File: src/rtl/ddio_consts.svh
// Constants of the drive digital I/O object block
`ifndef DDIO_CONSTS_SVH
`define DDIO_CONSTS_SVH

// Object dictionary addressing
`define DDIO_IDX_INPUTS      16'h60fd
`define DDIO_IDX_OUTPUTS     16'h60fe
`define DDIO_SUB_COUNT       8'h00
`define DDIO_SUB_PHYS        8'h01
`define DDIO_SUB_MASK        8'h02
`define DDIO_ENTRY_COUNT     32'h0000_0002

// Writable bits of the output and mask words
`define DDIO_OUT_WR_MASK     32'h0f1f_0000
`define DDIO_WORD_RST        32'h0000_0000

// Input word layout
`define DDIO_IN_NEG_OT       0
`define DDIO_IN_POS_OT       1
`define DDIO_IN_HOME         2
`define DDIO_IN_GP_LSB       16

// Output word layout
`define DDIO_OUT_GP_LSB      16
`define DDIO_OUT_RM_LSB      24

// Sizes
`define DDIO_N_CONN_IN       5
`define DDIO_N_CONN_OUT      4
`define DDIO_N_FUNC          8
`define DDIO_N_REMOTE        4
`define DDIO_N_SYNC          8
`define DDIO_NIB             4

// Allocation codes
`define DDIO_ALLOC_REMOTE    4'hf
`define DDIO_SRC_BUS         4'h8
`define DDIO_REM_NONE        4'h0

// Levels and reset values
`define DDIO_LEVEL_OFF       1'b1
`define DDIO_PIN_RST         4'hf
`define DDIO_FUNC_RST        8'hff
`define DDIO_SYNC_RST        8'h00

`endif

File: src/rtl/ddio_pkg.sv
// Types of the drive digital I/O object block
`include "ddio_consts.svh"

package ddio_pkg;

   typedef struct packed {
      logic        valid;
      logic        write;
      logic [15:0] index;
      logic [7:0]  subindex;
      logic [31:0] wdata;
   } ddio_od_req_t;

   typedef struct packed {
      logic        ack;
      logic        abort;
      logic [31:0] rdata;
   } ddio_od_rsp_t;

   typedef struct packed {
      logic [`DDIO_N_SYNC-1:0]     sync1;
      logic [`DDIO_N_SYNC-1:0]     sync2;
      logic [31:0]                 out_word;
      logic [31:0]                 mask_word;
      ddio_od_rsp_t                rsp;
      logic [`DDIO_N_CONN_OUT-1:0] conn_out;
      logic [`DDIO_N_FUNC-1:0]     func_in_b;
   } ddio_state_t;

endpackage : ddio_pkg

File: src/rtl/ddio_out_slot.sv
// Source selection and polarity of one connector output
`timescale 1ns/1ps
`include "ddio_consts.svh"

module ddio_out_slot (
   input  wire logic [3:0]                 src_sel,
   input  wire logic [3:0]                 rem_sel,
   input  wire logic                       invert,
   input  wire logic                       gp_bit,
   input  wire logic                       gp_mask,
   input  wire logic                       gp_en,
   input  wire logic [`DDIO_N_REMOTE-1:0]  rem_bits,
   input  wire logic [`DDIO_N_REMOTE-1:0]  rem_mask,
   input  wire logic [`DDIO_N_REMOTE-1:0]  rem_en,
   input  wire logic [`DDIO_N_FUNC-1:0]    func_out,
   output logic                            level
);
   import ddio_pkg::*;

   logic [3:0] rem_idx;

   always_comb begin
      rem_idx = rem_sel - 4'h1;
      level   = `DDIO_LEVEL_OFF;
      if (rem_sel != `DDIO_REM_NONE) begin
         // Remote slot: master owns it, no polarity reversal
         if (rem_idx < 4'(`DDIO_N_REMOTE)) begin
            if (rem_mask[rem_idx[1:0]] && rem_en[rem_idx[1:0]]) begin
               level = rem_bits[rem_idx[1:0]];
            end
         end
      end else begin
         if (src_sel == `DDIO_SRC_BUS) begin
            if (gp_mask && gp_en) begin
               level = gp_bit;
            end
         end else if (src_sel < 4'(`DDIO_N_FUNC)) begin
            level = func_out[src_sel[2:0]];
         end
         level = level ^ invert;
      end
   end

endmodule // ddio_out_slot

File: src/rtl/ddio_top.sv
// Digital input image and bus-driven outputs of the servo drive
`timescale 1ns/1ps
`include "ddio_consts.svh"

// Notes on behaviour
// - Input bits 0..2 give negative, positive overtravel and home; 1 is on.
// - Input bits 16..20 give five connector inputs; 0 active, 1 inactive.
// - Inputs allocated remote only show in the word, drive ignores them.
// - Output levels come from the physical-outputs word, subindex 1.
// - A physical-outputs bit applies only with its mask bit set.
// - Bits 16..19 feed general outputs, placed by the allocation setting.
// - Each general output is inverted when its polarity bit is set.
// - Bus bits reach an output only when bus-enable bits allow them.
// - Bits 24..27 feed connector outputs allocated as remote outputs.
// - Output bits 16..20 and 24..27: 0 is active, 1 is inactive.
module ddio_top (
   input  wire logic                         core_clk,
   input  wire logic                         rst_b,
   input  wire ddio_pkg::ddio_od_req_t       od_req,
   output ddio_pkg::ddio_od_rsp_t            od_rsp,
   input  wire logic                         neg_ot_pin,
   input  wire logic                         pos_ot_pin,
   input  wire logic                         home_pin,
   input  wire logic [`DDIO_N_CONN_IN-1:0]   conn_in_pin,
   input  wire logic [`DDIO_N_FUNC-1:0]      drive_func_out,
   input  wire logic [19:0]                  input_allocation_param_a,
   input  wire logic [15:0]                  input_allocation_param_b,
   input  wire logic [15:0]                  remote_output_allocation_param,
   input  wire logic [3:0]                   bus_output_enable_param_a,
   input  wire logic [3:0]                   bus_output_enable_param_b,
   input  wire logic [3:0]                   output_polarity_param_a,
   output logic [`DDIO_N_CONN_OUT-1:0]       conn_out_pin,
   output logic [`DDIO_N_FUNC-1:0]           func_in_b
);
   import ddio_pkg::*;

   // ************************************************************
   // State
   // ************************************************************

   ddio_state_t                  state_reg;
   ddio_state_t                  state_next;

   logic [31:0]                  input_image;
   logic [`DDIO_N_CONN_OUT-1:0]  slot_level;
   logic [`DDIO_N_REMOTE-1:0]    rem_bits;
   logic [`DDIO_N_REMOTE-1:0]    rem_mask;
   logic [`DDIO_N_CONN_IN-1:0]   conn_in_sync;
   logic [`DDIO_N_CONN_IN-1:0]   in_remote;
   logic [`DDIO_N_CONN_IN*4-1:0] in_alloc;

   assign rem_bits = state_reg.out_word[`DDIO_OUT_RM_LSB +: `DDIO_N_REMOTE];
   assign rem_mask = state_reg.mask_word[`DDIO_OUT_RM_LSB +: `DDIO_N_REMOTE];

   // Allocation nibbles: inputs 0..4 from setting a, all five nibbles used
   assign in_alloc = input_allocation_param_a;

   // Second stage of the pin synchronisers only
   assign conn_in_sync =
      state_reg.sync2[`DDIO_N_CONN_IN-1:0];

   // ************************************************************
   // Input image
   // ************************************************************

   always_comb begin
      input_image = `DDIO_WORD_RST;
      input_image[`DDIO_IN_NEG_OT] =
         state_reg.sync2[`DDIO_N_CONN_IN];
      input_image[`DDIO_IN_POS_OT] =
         state_reg.sync2[`DDIO_N_CONN_IN + 1];
      input_image[`DDIO_IN_HOME] =
         state_reg.sync2[`DDIO_N_CONN_IN + 2];
      // Remote inputs are still reported to the master
      input_image[`DDIO_IN_GP_LSB +: `DDIO_N_CONN_IN] =
         conn_in_sync;
   end

   // ************************************************************
   // Output slots
   // ************************************************************

   genvar k;
   generate
      for (k = 0; k < `DDIO_N_CONN_OUT; k = k + 1) begin : g_slot
         ddio_out_slot u_slot (
            .src_sel  (input_allocation_param_b[k*4 +: 4]),
            .rem_sel  (remote_output_allocation_param[k*4 +: 4]),
            .invert   (output_polarity_param_a[k]),
            .gp_bit   (state_reg.out_word[`DDIO_OUT_GP_LSB + k]),
            .gp_mask  (state_reg.mask_word[`DDIO_OUT_GP_LSB + k]),
            .gp_en    (bus_output_enable_param_a[k]),
            .rem_bits (rem_bits),
            .rem_mask (rem_mask),
            .rem_en   (bus_output_enable_param_b),
            .func_out (drive_func_out),
            .level    (slot_level[k])
         );
      end
   endgenerate

   // ************************************************************
   // Next state
   // ************************************************************

   always_comb begin
      logic       hit_in;
      logic       hit_out;
      logic [3:0] code;
      logic       active;

      state_next = state_reg;
      hit_in     = 1'b0;
      hit_out    = 1'b0;
      code       = 4'h0;
      active     = 1'b0;

      // Two-flop synchronisers for every pin input
      state_next.sync1 = {home_pin, pos_ot_pin, neg_ot_pin, conn_in_pin};
      state_next.sync2 = state_reg.sync1;

      // Inputs allocated remote never reach drive functions
      for (int i = 0; i < `DDIO_N_CONN_IN; i++) begin
         in_remote[i] =
            (in_alloc[i*4 +: 4] == `DDIO_ALLOC_REMOTE);
      end

      // Function input is active low: any owning input at 0 asserts it
      for (int j = 0; j < `DDIO_N_FUNC; j++) begin
         active = 1'b0;
         for (int i = 0; i < `DDIO_N_CONN_IN; i++) begin
            code = in_alloc[i*4 +: 4];
            if (!in_remote[i] && code == 4'(j) && !conn_in_sync[i]) begin
               active = 1'b1;
            end
         end
         state_next.func_in_b[j] = ~active;
      end

      state_next.conn_out = slot_level;

      // Object access: answer one cycle after the request
      state_next.rsp = '0;
      if (od_req.valid) begin
         hit_in  = (od_req.index == `DDIO_IDX_INPUTS);
         hit_out = (od_req.index == `DDIO_IDX_OUTPUTS);
         state_next.rsp.ack = 1'b1;
         if (hit_in && od_req.subindex == `DDIO_SUB_COUNT) begin
            if (od_req.write) begin
               state_next.rsp.abort = 1'b1;
            end else begin
               state_next.rsp.rdata = input_image;
            end
         end else if (hit_out) begin
            case (od_req.subindex)
               `DDIO_SUB_COUNT: begin
                  if (od_req.write) begin
                     state_next.rsp.abort = 1'b1;
                  end else begin
                     state_next.rsp.rdata = `DDIO_ENTRY_COUNT;
                  end
               end
               `DDIO_SUB_PHYS: begin
                  if (od_req.write) begin
                     state_next.out_word =
                        od_req.wdata & `DDIO_OUT_WR_MASK;
                  end else begin
                     state_next.rsp.rdata = state_reg.out_word;
                  end
               end
               `DDIO_SUB_MASK: begin
                  if (od_req.write) begin
                     state_next.mask_word =
                        od_req.wdata & `DDIO_OUT_WR_MASK;
                  end else begin
                     state_next.rsp.rdata = state_reg.mask_word;
                  end
               end
               default: begin
                  state_next.rsp.abort = 1'b1;
               end
            endcase
         end else begin
            // Unknown object or subindex
            state_next.rsp.abort = 1'b1;
         end
      end
   end

   // ************************************************************
   // Registers
   // ************************************************************

   always_ff @(posedge core_clk or negedge rst_b) begin
      if (!rst_b) begin
         state_reg.sync1     <= `DDIO_SYNC_RST;
         state_reg.sync2     <= `DDIO_SYNC_RST;
         state_reg.out_word  <= `DDIO_WORD_RST;
         state_reg.mask_word <= `DDIO_WORD_RST;
         state_reg.rsp       <= '0;
         state_reg.conn_out  <= `DDIO_PIN_RST;
         state_reg.func_in_b <= `DDIO_FUNC_RST;
      end else begin
         state_reg <= state_next;
      end
   end

   assign od_rsp       = state_reg.rsp;
   assign conn_out_pin = state_reg.conn_out;
   assign func_in_b    = state_reg.func_in_b;

endmodule // ddio_top

File: config.mk
export PLATFORM = sky130hd
export DESIGN_NAME = ddio_top
export DESIGN_NICKNAME = d
export VERILOG_FILES = /design/src/rtl/ddio_pkg.sv /design/src/rtl/ddio_out_slot.sv /design/src/rtl/ddio_top.sv
export VERILOG_INCLUDE_DIRS = /design/src /design/src/rtl
export SDC_FILE = /design/constraint.sdc
export NUM_CORES = 1
export LEC_CHECK = 0
export ABC_AREA = 1
export BUFFER_PORTS_ARGS = -buffer_cell sky130_fd_sc_hd__buf_2
export CAP_MARGIN = 40
export CORE_MARGIN = 2
export CORE_UTILIZATION = 35
export DETAILED_ROUTE_END_ITERATION = 12
export GPL_TIMING_DRIVEN = 0
export PLACE_DENSITY_LB_ADDON = 0.25
export SYNTH_ARGS = -nofsm -noshare
export SYNTH_HDL_FRONTEND = slang
export SYNTH_SLANG_ARGS = --single-unit
File: constraint.sdc
create_clock -name core_clk -period 1.4 [get_ports core_clk]
set_input_delay 0.14 -clock core_clk [delete_from_list [all_inputs] [get_ports core_clk]]
set_output_delay 0.14 -clock core_clk [all_outputs]
set_load 0.01 [all_outputs]
# Word-level counts from Yosys, hierarchy flattened
# Cells that the tools add are included.
[word_totals] regBits=80 in_bits=140 output_inout_bits=46 elab_cells=313
[classes] n_addsub=4 order_cmp=16 n_eq_ne=48 mux=111 bitwise_logic=13 n_reduce_logical=112
[op_table] operator="$pmux W32 S3" n=1
[op_table] operator="$logic_and A1 B1 Y1" n=89
[op_table] operator="$mux W1" n=86
[op_table] operator="$eq A4 B3 Y1 const B" n=20
[op_table] operator="$mux W28" n=2
[op_table] operator="$eq A4 B2 Y1 const B" n=10
[op_table] operator="$eq A4 B4 Y1 const B" n=9
[op_table] operator="$mux W34" n=1
[op_table] operator="$mux W33" n=1
[op_table] operator="$eq A16 B15 Y1 const B" n=2
[op_table] operator="$mux W32" n=1
[op_table] operator="$bmux W1 S2" n=12
[op_table] operator="$mux W21" n=1
[op_table] operator="$eq A4 B1 Y1 const B" n=5
[op_table] operator="$logic_not A4 Y1" n=5
[op_table] operator="$lt A3 B4 Y1 const B" n=4
[op_table] operator="$lt A4 B3 Y1 const B" n=4
[op_table] operator="$lt A4 B4 Y1 const B" n=4
[op_table] operator="$reduce_bool A4 Y1" n=4
[op_table] operator="$sub A4 B1 Y4 const B" n=4
[op_table] operator="$bmux W1 S3" n=4
[op_table] operator="$lt A2 B3 Y1 const B" n=4
[op_table] operator="$logic_not A1 Y1" n=10
[op_table] operator="$reduce_and A5 Y1" n=2
[op_table] operator="8 further kinds" n=19

# Logic depth before layout (Yosys ltp)
# Gate-level depths: netlist (run 1).
[depth] word_depth=10 depth_mapped=11 mapped_depth_nobuf=10

# Hierarchy
# From an unflattened synthesis (run 1), not the netlist that was laid out.
[hier_totals] hier_cells=571 hier_area_um2=4110.2
[modules_own_cells] mod="ddio_top" n_inst=1 cells_per_inst=367 area_per_inst_um2=3144.3 seq_area_each_um2=1516.5
[modules_own_cells] mod="ddio_out_slot" n_inst=4 cells_per_inst=51 area_per_inst_um2=241.5 seq_area_each_um2=0.0

# Least setup slack after synthesis (run 1)
# No wires, ideal clock.
[synth_timing] kind="input to register" startpoint="in od_req[51] (netlist name)" endpoint="reg state_reg, in the netlist rem_bits[3]" setup_ns=0.117 arrival_ns=1.051 required_time_ns=1.283 slack_ns=0.233 stages=11 n_path_buf=1 path_cell_list="nor2_1 -> nand2_1 -> nor2_1 -> nand2_2 -> nor2_4 -> nand2_1 -> nor2_2 -> buf_6 -> nand2_4 -> nand2_1 -> nand2_1"
[synth_between] elab_chain_cells=4 elab_cells_between_ends=5 classes_between="2 x eq/ne; 1 x bitwise; 2 x reduce/logical"
[synth_rtl] element="from (decl)" line="ddio_top.sv:19" text="input wire ddio_pkg::ddio_od_req_t od_req,"
[synth_rtl] element="$eq A16 B15 Y1 (no source line)"
[synth_rtl] element="$logic_and A1 B1 Y1 (no source line)"
[synth_rtl] element="$not A1 Y1 (no source line)"
[synth_rtl] element="$reduce_and A5 Y1 (no source line) *"
[synth_rtl] element="to (signal assigned)" line="ddio_top.sv:204" text="state_reg <= state_next;"
[synth_rtl] element="to (decl)" line="ddio_top.sv:41" text="ddio_state_t state_reg;"
# Mark *: on every way between the ends. The rest lies on a longest branch, timed or not.
# A chain may end at the register's enable or synchronous reset.

==> flow_metrics.py, run 1 <==
metrics = {
    "clocking": {
        "cts_max_path_buffers": 2,
        "cts.sinks": 60,
        "htreeDepth": 3,
        "cts_tree": "done",
        "clock_latency_ps": 340,
        "path_clk_slew_ps": 70,
        "cts_buffers": 9,
        "root_buffer": "clkbuf_8",
    },
    "power": {
        "swShare": 0.247,
        "irDropWorstVdd_mv": 0.710,
        "switchingPower_w": 0.00108,
        "p_leak_nw": 3.00,
        "p_comb_frac": 0.166,
        "p_per_area_mw_per_mm2": 836,
        "p_seq_frac": 0.416,
        "totalPowerFinal_w": 0.00437,
        "pwr-share-clk": 0.418,
        "p_int_w": 0.00329,
    },
    "outcome": {
        "status": "finished clean",
    },
    "synth": {
        "synth_seq_cells": 60,
        "yosysWarnings": 0,
        "synth_compound_area_frac": 0.0487,
        "synth_top_family_by_area": "simple AND/OR/NAND/NOR gates",
        "synth.distinct_cells": 33,
        "synthSimpleGateAreaFrac": 0.371,
        "synth_cells": 554,
        "synth_top_area_frac": 0.307,
        "synthMuxAreaShare": 0,
        "synth_area_leaders": "dfrtp_1 (31%), nand2_1 (17%), nand3_1 (9.3%)",
        "synth_xor_area_frac": 0.00896,
        "yosysSeqAreaShare": 0.388,
        "syn_area_sq_mm": 0.00391,
        "yosysTopAreaCell": "dfrtp_1",
        "syn_avg_cell_area_sq_um": 7.06,
        "synthAdderAreaFrac": 0.0128,
    },
    "setup_path": {
        "path_class": "reg -> reg",
        "cp.arrival_ps": 1560,
        "cp-start-kind": "flop",
        "required_ps": 1660,
        "critPathMaxFanout": 4,
        "reg2reg_depth": 4,
        "critPathCaptureType": "flop",
    },
    "floorplanning": {
        "die_x_microns": 110,
        "dieArea_sq_mm": 0.0120,
        "die_h_microns": 110,
        "coreArea_sq_mm": 0.0109,
        "initial_utilization": 0.359,
        "io_pins": 186,
        "fp-row-count": 38,
    },
    "sta": {
        "hold_viol": 0,
        "fmax_mhz": 769,
        "worst_pin_slew_ps": 686,
        "finalCritPeriodShare": 0.929,
        "rsz0062_at_grt": "no",
        "drv_slew": 0,
        "slew_headroom": 0.543,
        "setup_viol": 0,
        "fin_worst_skew_ps": 8.75,
        "whs_ps": 38.7,
        "tns_ps": 0,
        "fin_crit_ps": 1300,
    },
    "final_layout": {
        "antenna_cells": 0,
        "final_common_cell": "nand2_1",
        "fin_nets": 881,
        "fin_cells": 882,
        "drive_above_1_share": 0.318,
        "final_cell_mix": "nand2_1 (175), buf_2 (144), inv_1 (74)",
        "largest_register_ffs": 14,
        "area_delta_synth_final_pct": 33.7,
    },
    "detailed_routing": {
        "vias_per_cell": 4.51,
        "vias": 3979,
        "postRouteAntennaNets": 0,
        "drt_wl_total_mm": 10.4,
        "dr.pass1.iters": 4,
        "drt_iter0_drc": 188,
        "wl_per_cell_microns": 11.8,
        "drcViolationCount": 0,
    },
    "place": {
        "routabilityCongestion": 0.871,
        "io_buffers": 142,
        "dp.cells": 856,
        "hpwl_mm": 8.37,
    },
    "worst_hold_path": {
        "whs_path_depth": 3,
        "hold_class": "in -> reg",
    },
    "run": {
        "cap_violations": 0,
    },
    "global_route": {
        "overflow": 0,
        "grt_pass1_vias": 3827,
        "grt_max_degree": 32,
        "grt_pass1_wl_mm": 17.1,
        "grt.total_usage": 0.182,
        "antenna_found_initial": 0,
    },
}
## logic make-up after synthesis
family | count (synthesis)
and+or+nand+nor | 328
buffers and inverters | 127
DFF | 60
AOI/OAI and AO/OA | 30
xor gates and xnor gates | 4
adders and majority gates | 4
other | 1
## metrics by stage
step	setup WS (ps)	utilization	instance area (sq um)
floorplan	233	-	3980
global placement	-73.4	0.447	4870
detailed placement	-98.0	0.449	4890
CTS	64.4	0.480	5220
global route	1.74	0.480	5230
finish	99.3	0.480	5230
## worst paths after layout
path                            startpoint              end  slack (ps)
max                        conn_in_sync[1]     func_in_b[2]         100
min                             od_req[27]      rem_mask[3]          40
max reg2reg                conn_in_sync[1]     func_in_b[2]         100
min reg2reg                state_next[114]  conn_in_sync[4]         350
max in group asynchronous            rst_b  conn_out_pin[2]         330
min in group asynchronous            rst_b  state_next[115]         390
## synthesized netlist by cell type, drive strengths merged
cell,instances
nor3b,1
nand4,6
dfstp,12
a21oi,8
and3,1
o21ai,6
inv,77
nand3b,5
nor4,2
buf,50
dfrtp,48
a211o,1
a22o,1
o311ai,2
conb,1
o22ai,5
a211oi,4
xor2,4
nor3,14
nor2,47
o221ai,1
nand3,73
o211ai,2
nand2,179
ha,4
## area by class of cell
class                   instances  area (sq um)
inverters                      77           289
multi-input cells             386          1810
repair buffers                153           831
fillers                      1071          5660
well taps                     140           175
flip-flops and latches         60          1520
plain buffers                  50           374
clock inverters                 3          67.6
clock buffers                  13           169
## layer usage
metal	up-vias	track usage	wire, microns
met1	1779	0.210	4210
met5	-	0	0
met3	18	0.0427	691
met2	124	0.335	5370
met4	0	0.0470	155
li1	2058	-	-
## repair_timing
item | 4_1_cts | 5_1_grt
setup buffers | 0 | 0
gates resized for setup | 0 | 1
setup endpoints to repair | 0 | 1
hold buffers | 10 | 0
endpoints found under the hold margin | 30 | 0
## critical path, stage by stage (launching register included)
cell	delay (ps)
dfrtp_1	410
nor3_1	460
nand3_1	120
o311ai_0	150
nor2_1	80
## power groups by stage
stage | Clock, W | Sequential (W) | Combinational, W
after floorplan | 0 | 0.00185 | 0.000371
after global placement | 0 | 0.00185 | 0.000676
after detailed placement | 0 | 0.00185 | 0.000702
after CTS | 0.00187 | 0.00182 | 0.000728
after global routing | 0.00194 | 0.00182 | 0.000825
final | 0.00183 | 0.00182 | 0.000726
No activity file was read; power rests on OpenSTA's default activity.
==> run 2: changes to the inputs <==
CORE_ASPECT_RATIO = 1.75   (was not set)
CORE_UTILIZATION = 40   (was 35)
==> flow_metrics.py, run 2 (synthesis gave the netlist of run 1 again) <==
metrics = {
    "place": {
        "routabilityCongestion": 0.795,
        "pre_cts_ws_ps": -88.7,
        "dp.cells": 838,
        "io_buffers": 142,
        "place_area_sq_mm": 0.00486,
        "hpwl_mm": 8.87,
    },
    "clocking": {
        "htreeDepth": 3,
        "cts_setup_buffers": 0,
        "root_buffer": "clkbuf_16",
        "cts.sinks": 60,
        "path_clk_slew_ps": 50,
        "clock_latency_ps": 330,
        "cts_buffers": 9,
        "cts_max_path_buffers": 2,
        "cts_tree": "done",
    },
    "final_layout": {
        "postLayoutCellArea_sq_mm": 0.00531,
        "final_cell_mix": "nand2_1 (175), buf_2 (144), inv_1 (74)",
        "area_delta_synth_final_pct": 35.9,
        "seqCellArea_sq_mm": 0.00152,
        "drive_above_1_share": 0.319,
        "fillCellCount": 927,
        "fin_cells": 864,
        "antenna_cells": 0,
        "final_common_cell": "nand2_1",
        "multiInputGateArea_sq_mm": 0.00181,
        "largest_register_ffs": 14,
        "fin_nets": 881,
        "utilization": 0.561,
    },
    "global_route": {
        "overflow": 0,
        "grt_pass1_wl_mm": 17.4,
        "antenna_found_initial": 0,
        "grt_max_degree": 39,
        "grt_pass1_vias": 4028,
        "grt.total_usage": 0.211,
    },
    "run": {
        "cap_violations": 0,
    },
    "sta": {
        "fin_worst_skew_ps": 5.70,
        "worst_pin_slew_ps": 573,
        "drv_slew": 0,
        "hold_viol": 0,
        "setup_viol": 0,
        "fmax_mhz": 770,
        "setup_slack_ps": 101,
        "slew_headroom": 0.618,
        "rsz0062_at_grt": "no",
        "finalCritPeriodShare": 0.928,
        "fin_crit_ps": 1300,
    },
    "detailed_routing": {
        "wl_per_cell_microns": 12.6,
        "postRouteAntennaNets": 0,
        "drt_iter0_drc": 141,
        "vias": 4047,
        "drcViolationCount": 0,
        "vias_per_cell": 4.68,
        "dr.pass1.iters": 4,
        "drt_wl_total_mm": 10.9,
    },
    "setup_path": {
        "critPathMaxFanout": 4,
        "critPathCaptureType": "flop",
        "cp_slowest_cell": "nor3_1",
        "path_buf_inv": 0,
        "cp.arrival_ps": 1550,
        "crit_path_max_incr_delay_ps": 460,
        "required_ps": 1650,
        "startpoint": "conn_in_sync[0]",
        "crit_family": "simple AND/OR/NAND/NOR gates",
        "path_cells": "nor3_1, nand3_1, o311ai_0, nor2_1",
        "cp-start-kind": "flop",
        "rr_startpoint": "conn_in_sync[0]",
        "path_class": "reg -> reg",
    },
    "power": {
        "switchingPower_w": 0.00117,
        "p_leak_nw": 3.05,
        "p_per_area_mw_per_mm2": 958,
        "totalPowerFinal_w": 0.00509,
        "p_comb_frac": 0.145,
        "pwr-share-clk": 0.497,
        "p_seq_frac": 0.358,
        "swShare": 0.229,
        "irDropWorstVdd_mv": 0.618,
        "p_int_w": 0.00392,
    },
    "floorplanning": {
        "die_h_microns": 135,
        "initial_utilization": 0.413,
        "coreArea_sq_mm": 0.00947,
        "io_pins": 186,
        "fp-row-count": 47,
        "die_x_microns": 78.7,
        "dieArea_sq_mm": 0.0106,
    },
    "outcome": {
        "status": "finished clean",
    },
    "worst_hold_path": {
        "min-delay-start": "od_req[24]",
        "hold_class": "in -> reg",
    },
}
[run 2: changes by cell type in the layout (fill, tap and decap cells not counted)]
cell        before  now
nor2_4           5    4
clkbuf_8        12    1
clkinv_2         0    2
nor3_2           1    2
nor3_1          13   12
bufinv_16        2    3
clkbuf_16        0    9
nor2_2           3    4
clkinvlp_4       1    0
[run 2: final cells by class]
class,instances,share of cell area
Clock buffer,11,0.0457
Timing Repair Buffer,153,0.156
Clock inverter,5,0.0188
Sequential cell,60,0.286
Multi-Input combinational cell,386,0.340
Tap cell,122,0.0287
Inverter,77,0.0544
Buffer,50,0.0704
[run 2: power groups by stage]
stage | clock network [W] | registers, W | logic [W]
after global placement | 0 | 0.00185 | 0.000685
after floorplan | 0 | 0.00185 | 0.000371
after detailed placement | 0 | 0.00185 | 0.000713
final | 0.00253 | 0.00182 | 0.000736
after CTS | 0.00258 | 0.00182 | 0.000737
after global routing | 0.00265 | 0.00183 | 0.000827
[run 2: stage by stage]
stage,hold WS [ps],setup TNS [ps]
6_report,64.1,0
3_3_place_gp,249,-523
4_1_cts,48.9,0
2_1_floorplan,-156,0
3_5_place_dp,162,-1570
5_1_grt,59.6,0
[run 2: worst min-delay path, cell delays in order]
cell,delay [ps]
buf_2,90
nand3_1,60
nand2_1,60
[run 2: path summary, 6_finish.rpt]
| kind | end | slack [ps] | cells past startpoint |
|---|---|---|---|
| setup / recovery | func_in_b[2] | 100 | 4 |
| hold / removal | rem_bits[0] | 60 | 3 |
| setup reg to reg | func_in_b[2] | 100 | 4 |
| hold reg to reg | input_image[1] | 340 | 0 |
| max in group asynchronous | conn_out_pin[1] | 380 | 3 |
| min in group asynchronous | conn_in_sync[1] | 340 | 2 |
[run 2: timing repair]
item	in CTS	in global routing
hold buffers	10	0
hold endpoints to repair	25	0
resized for setup	0	1
setup endpoints to repair	0	3
[run 2: per-layer routing]
metal,up-vias,global-route usage,routed length [microns]
met5,-,0,0
met4,0,0.0936,337
met3,24,0.0561,680
met2,144,0.407,6030
met1,1823,0.201,3830
li1,2056,-,-
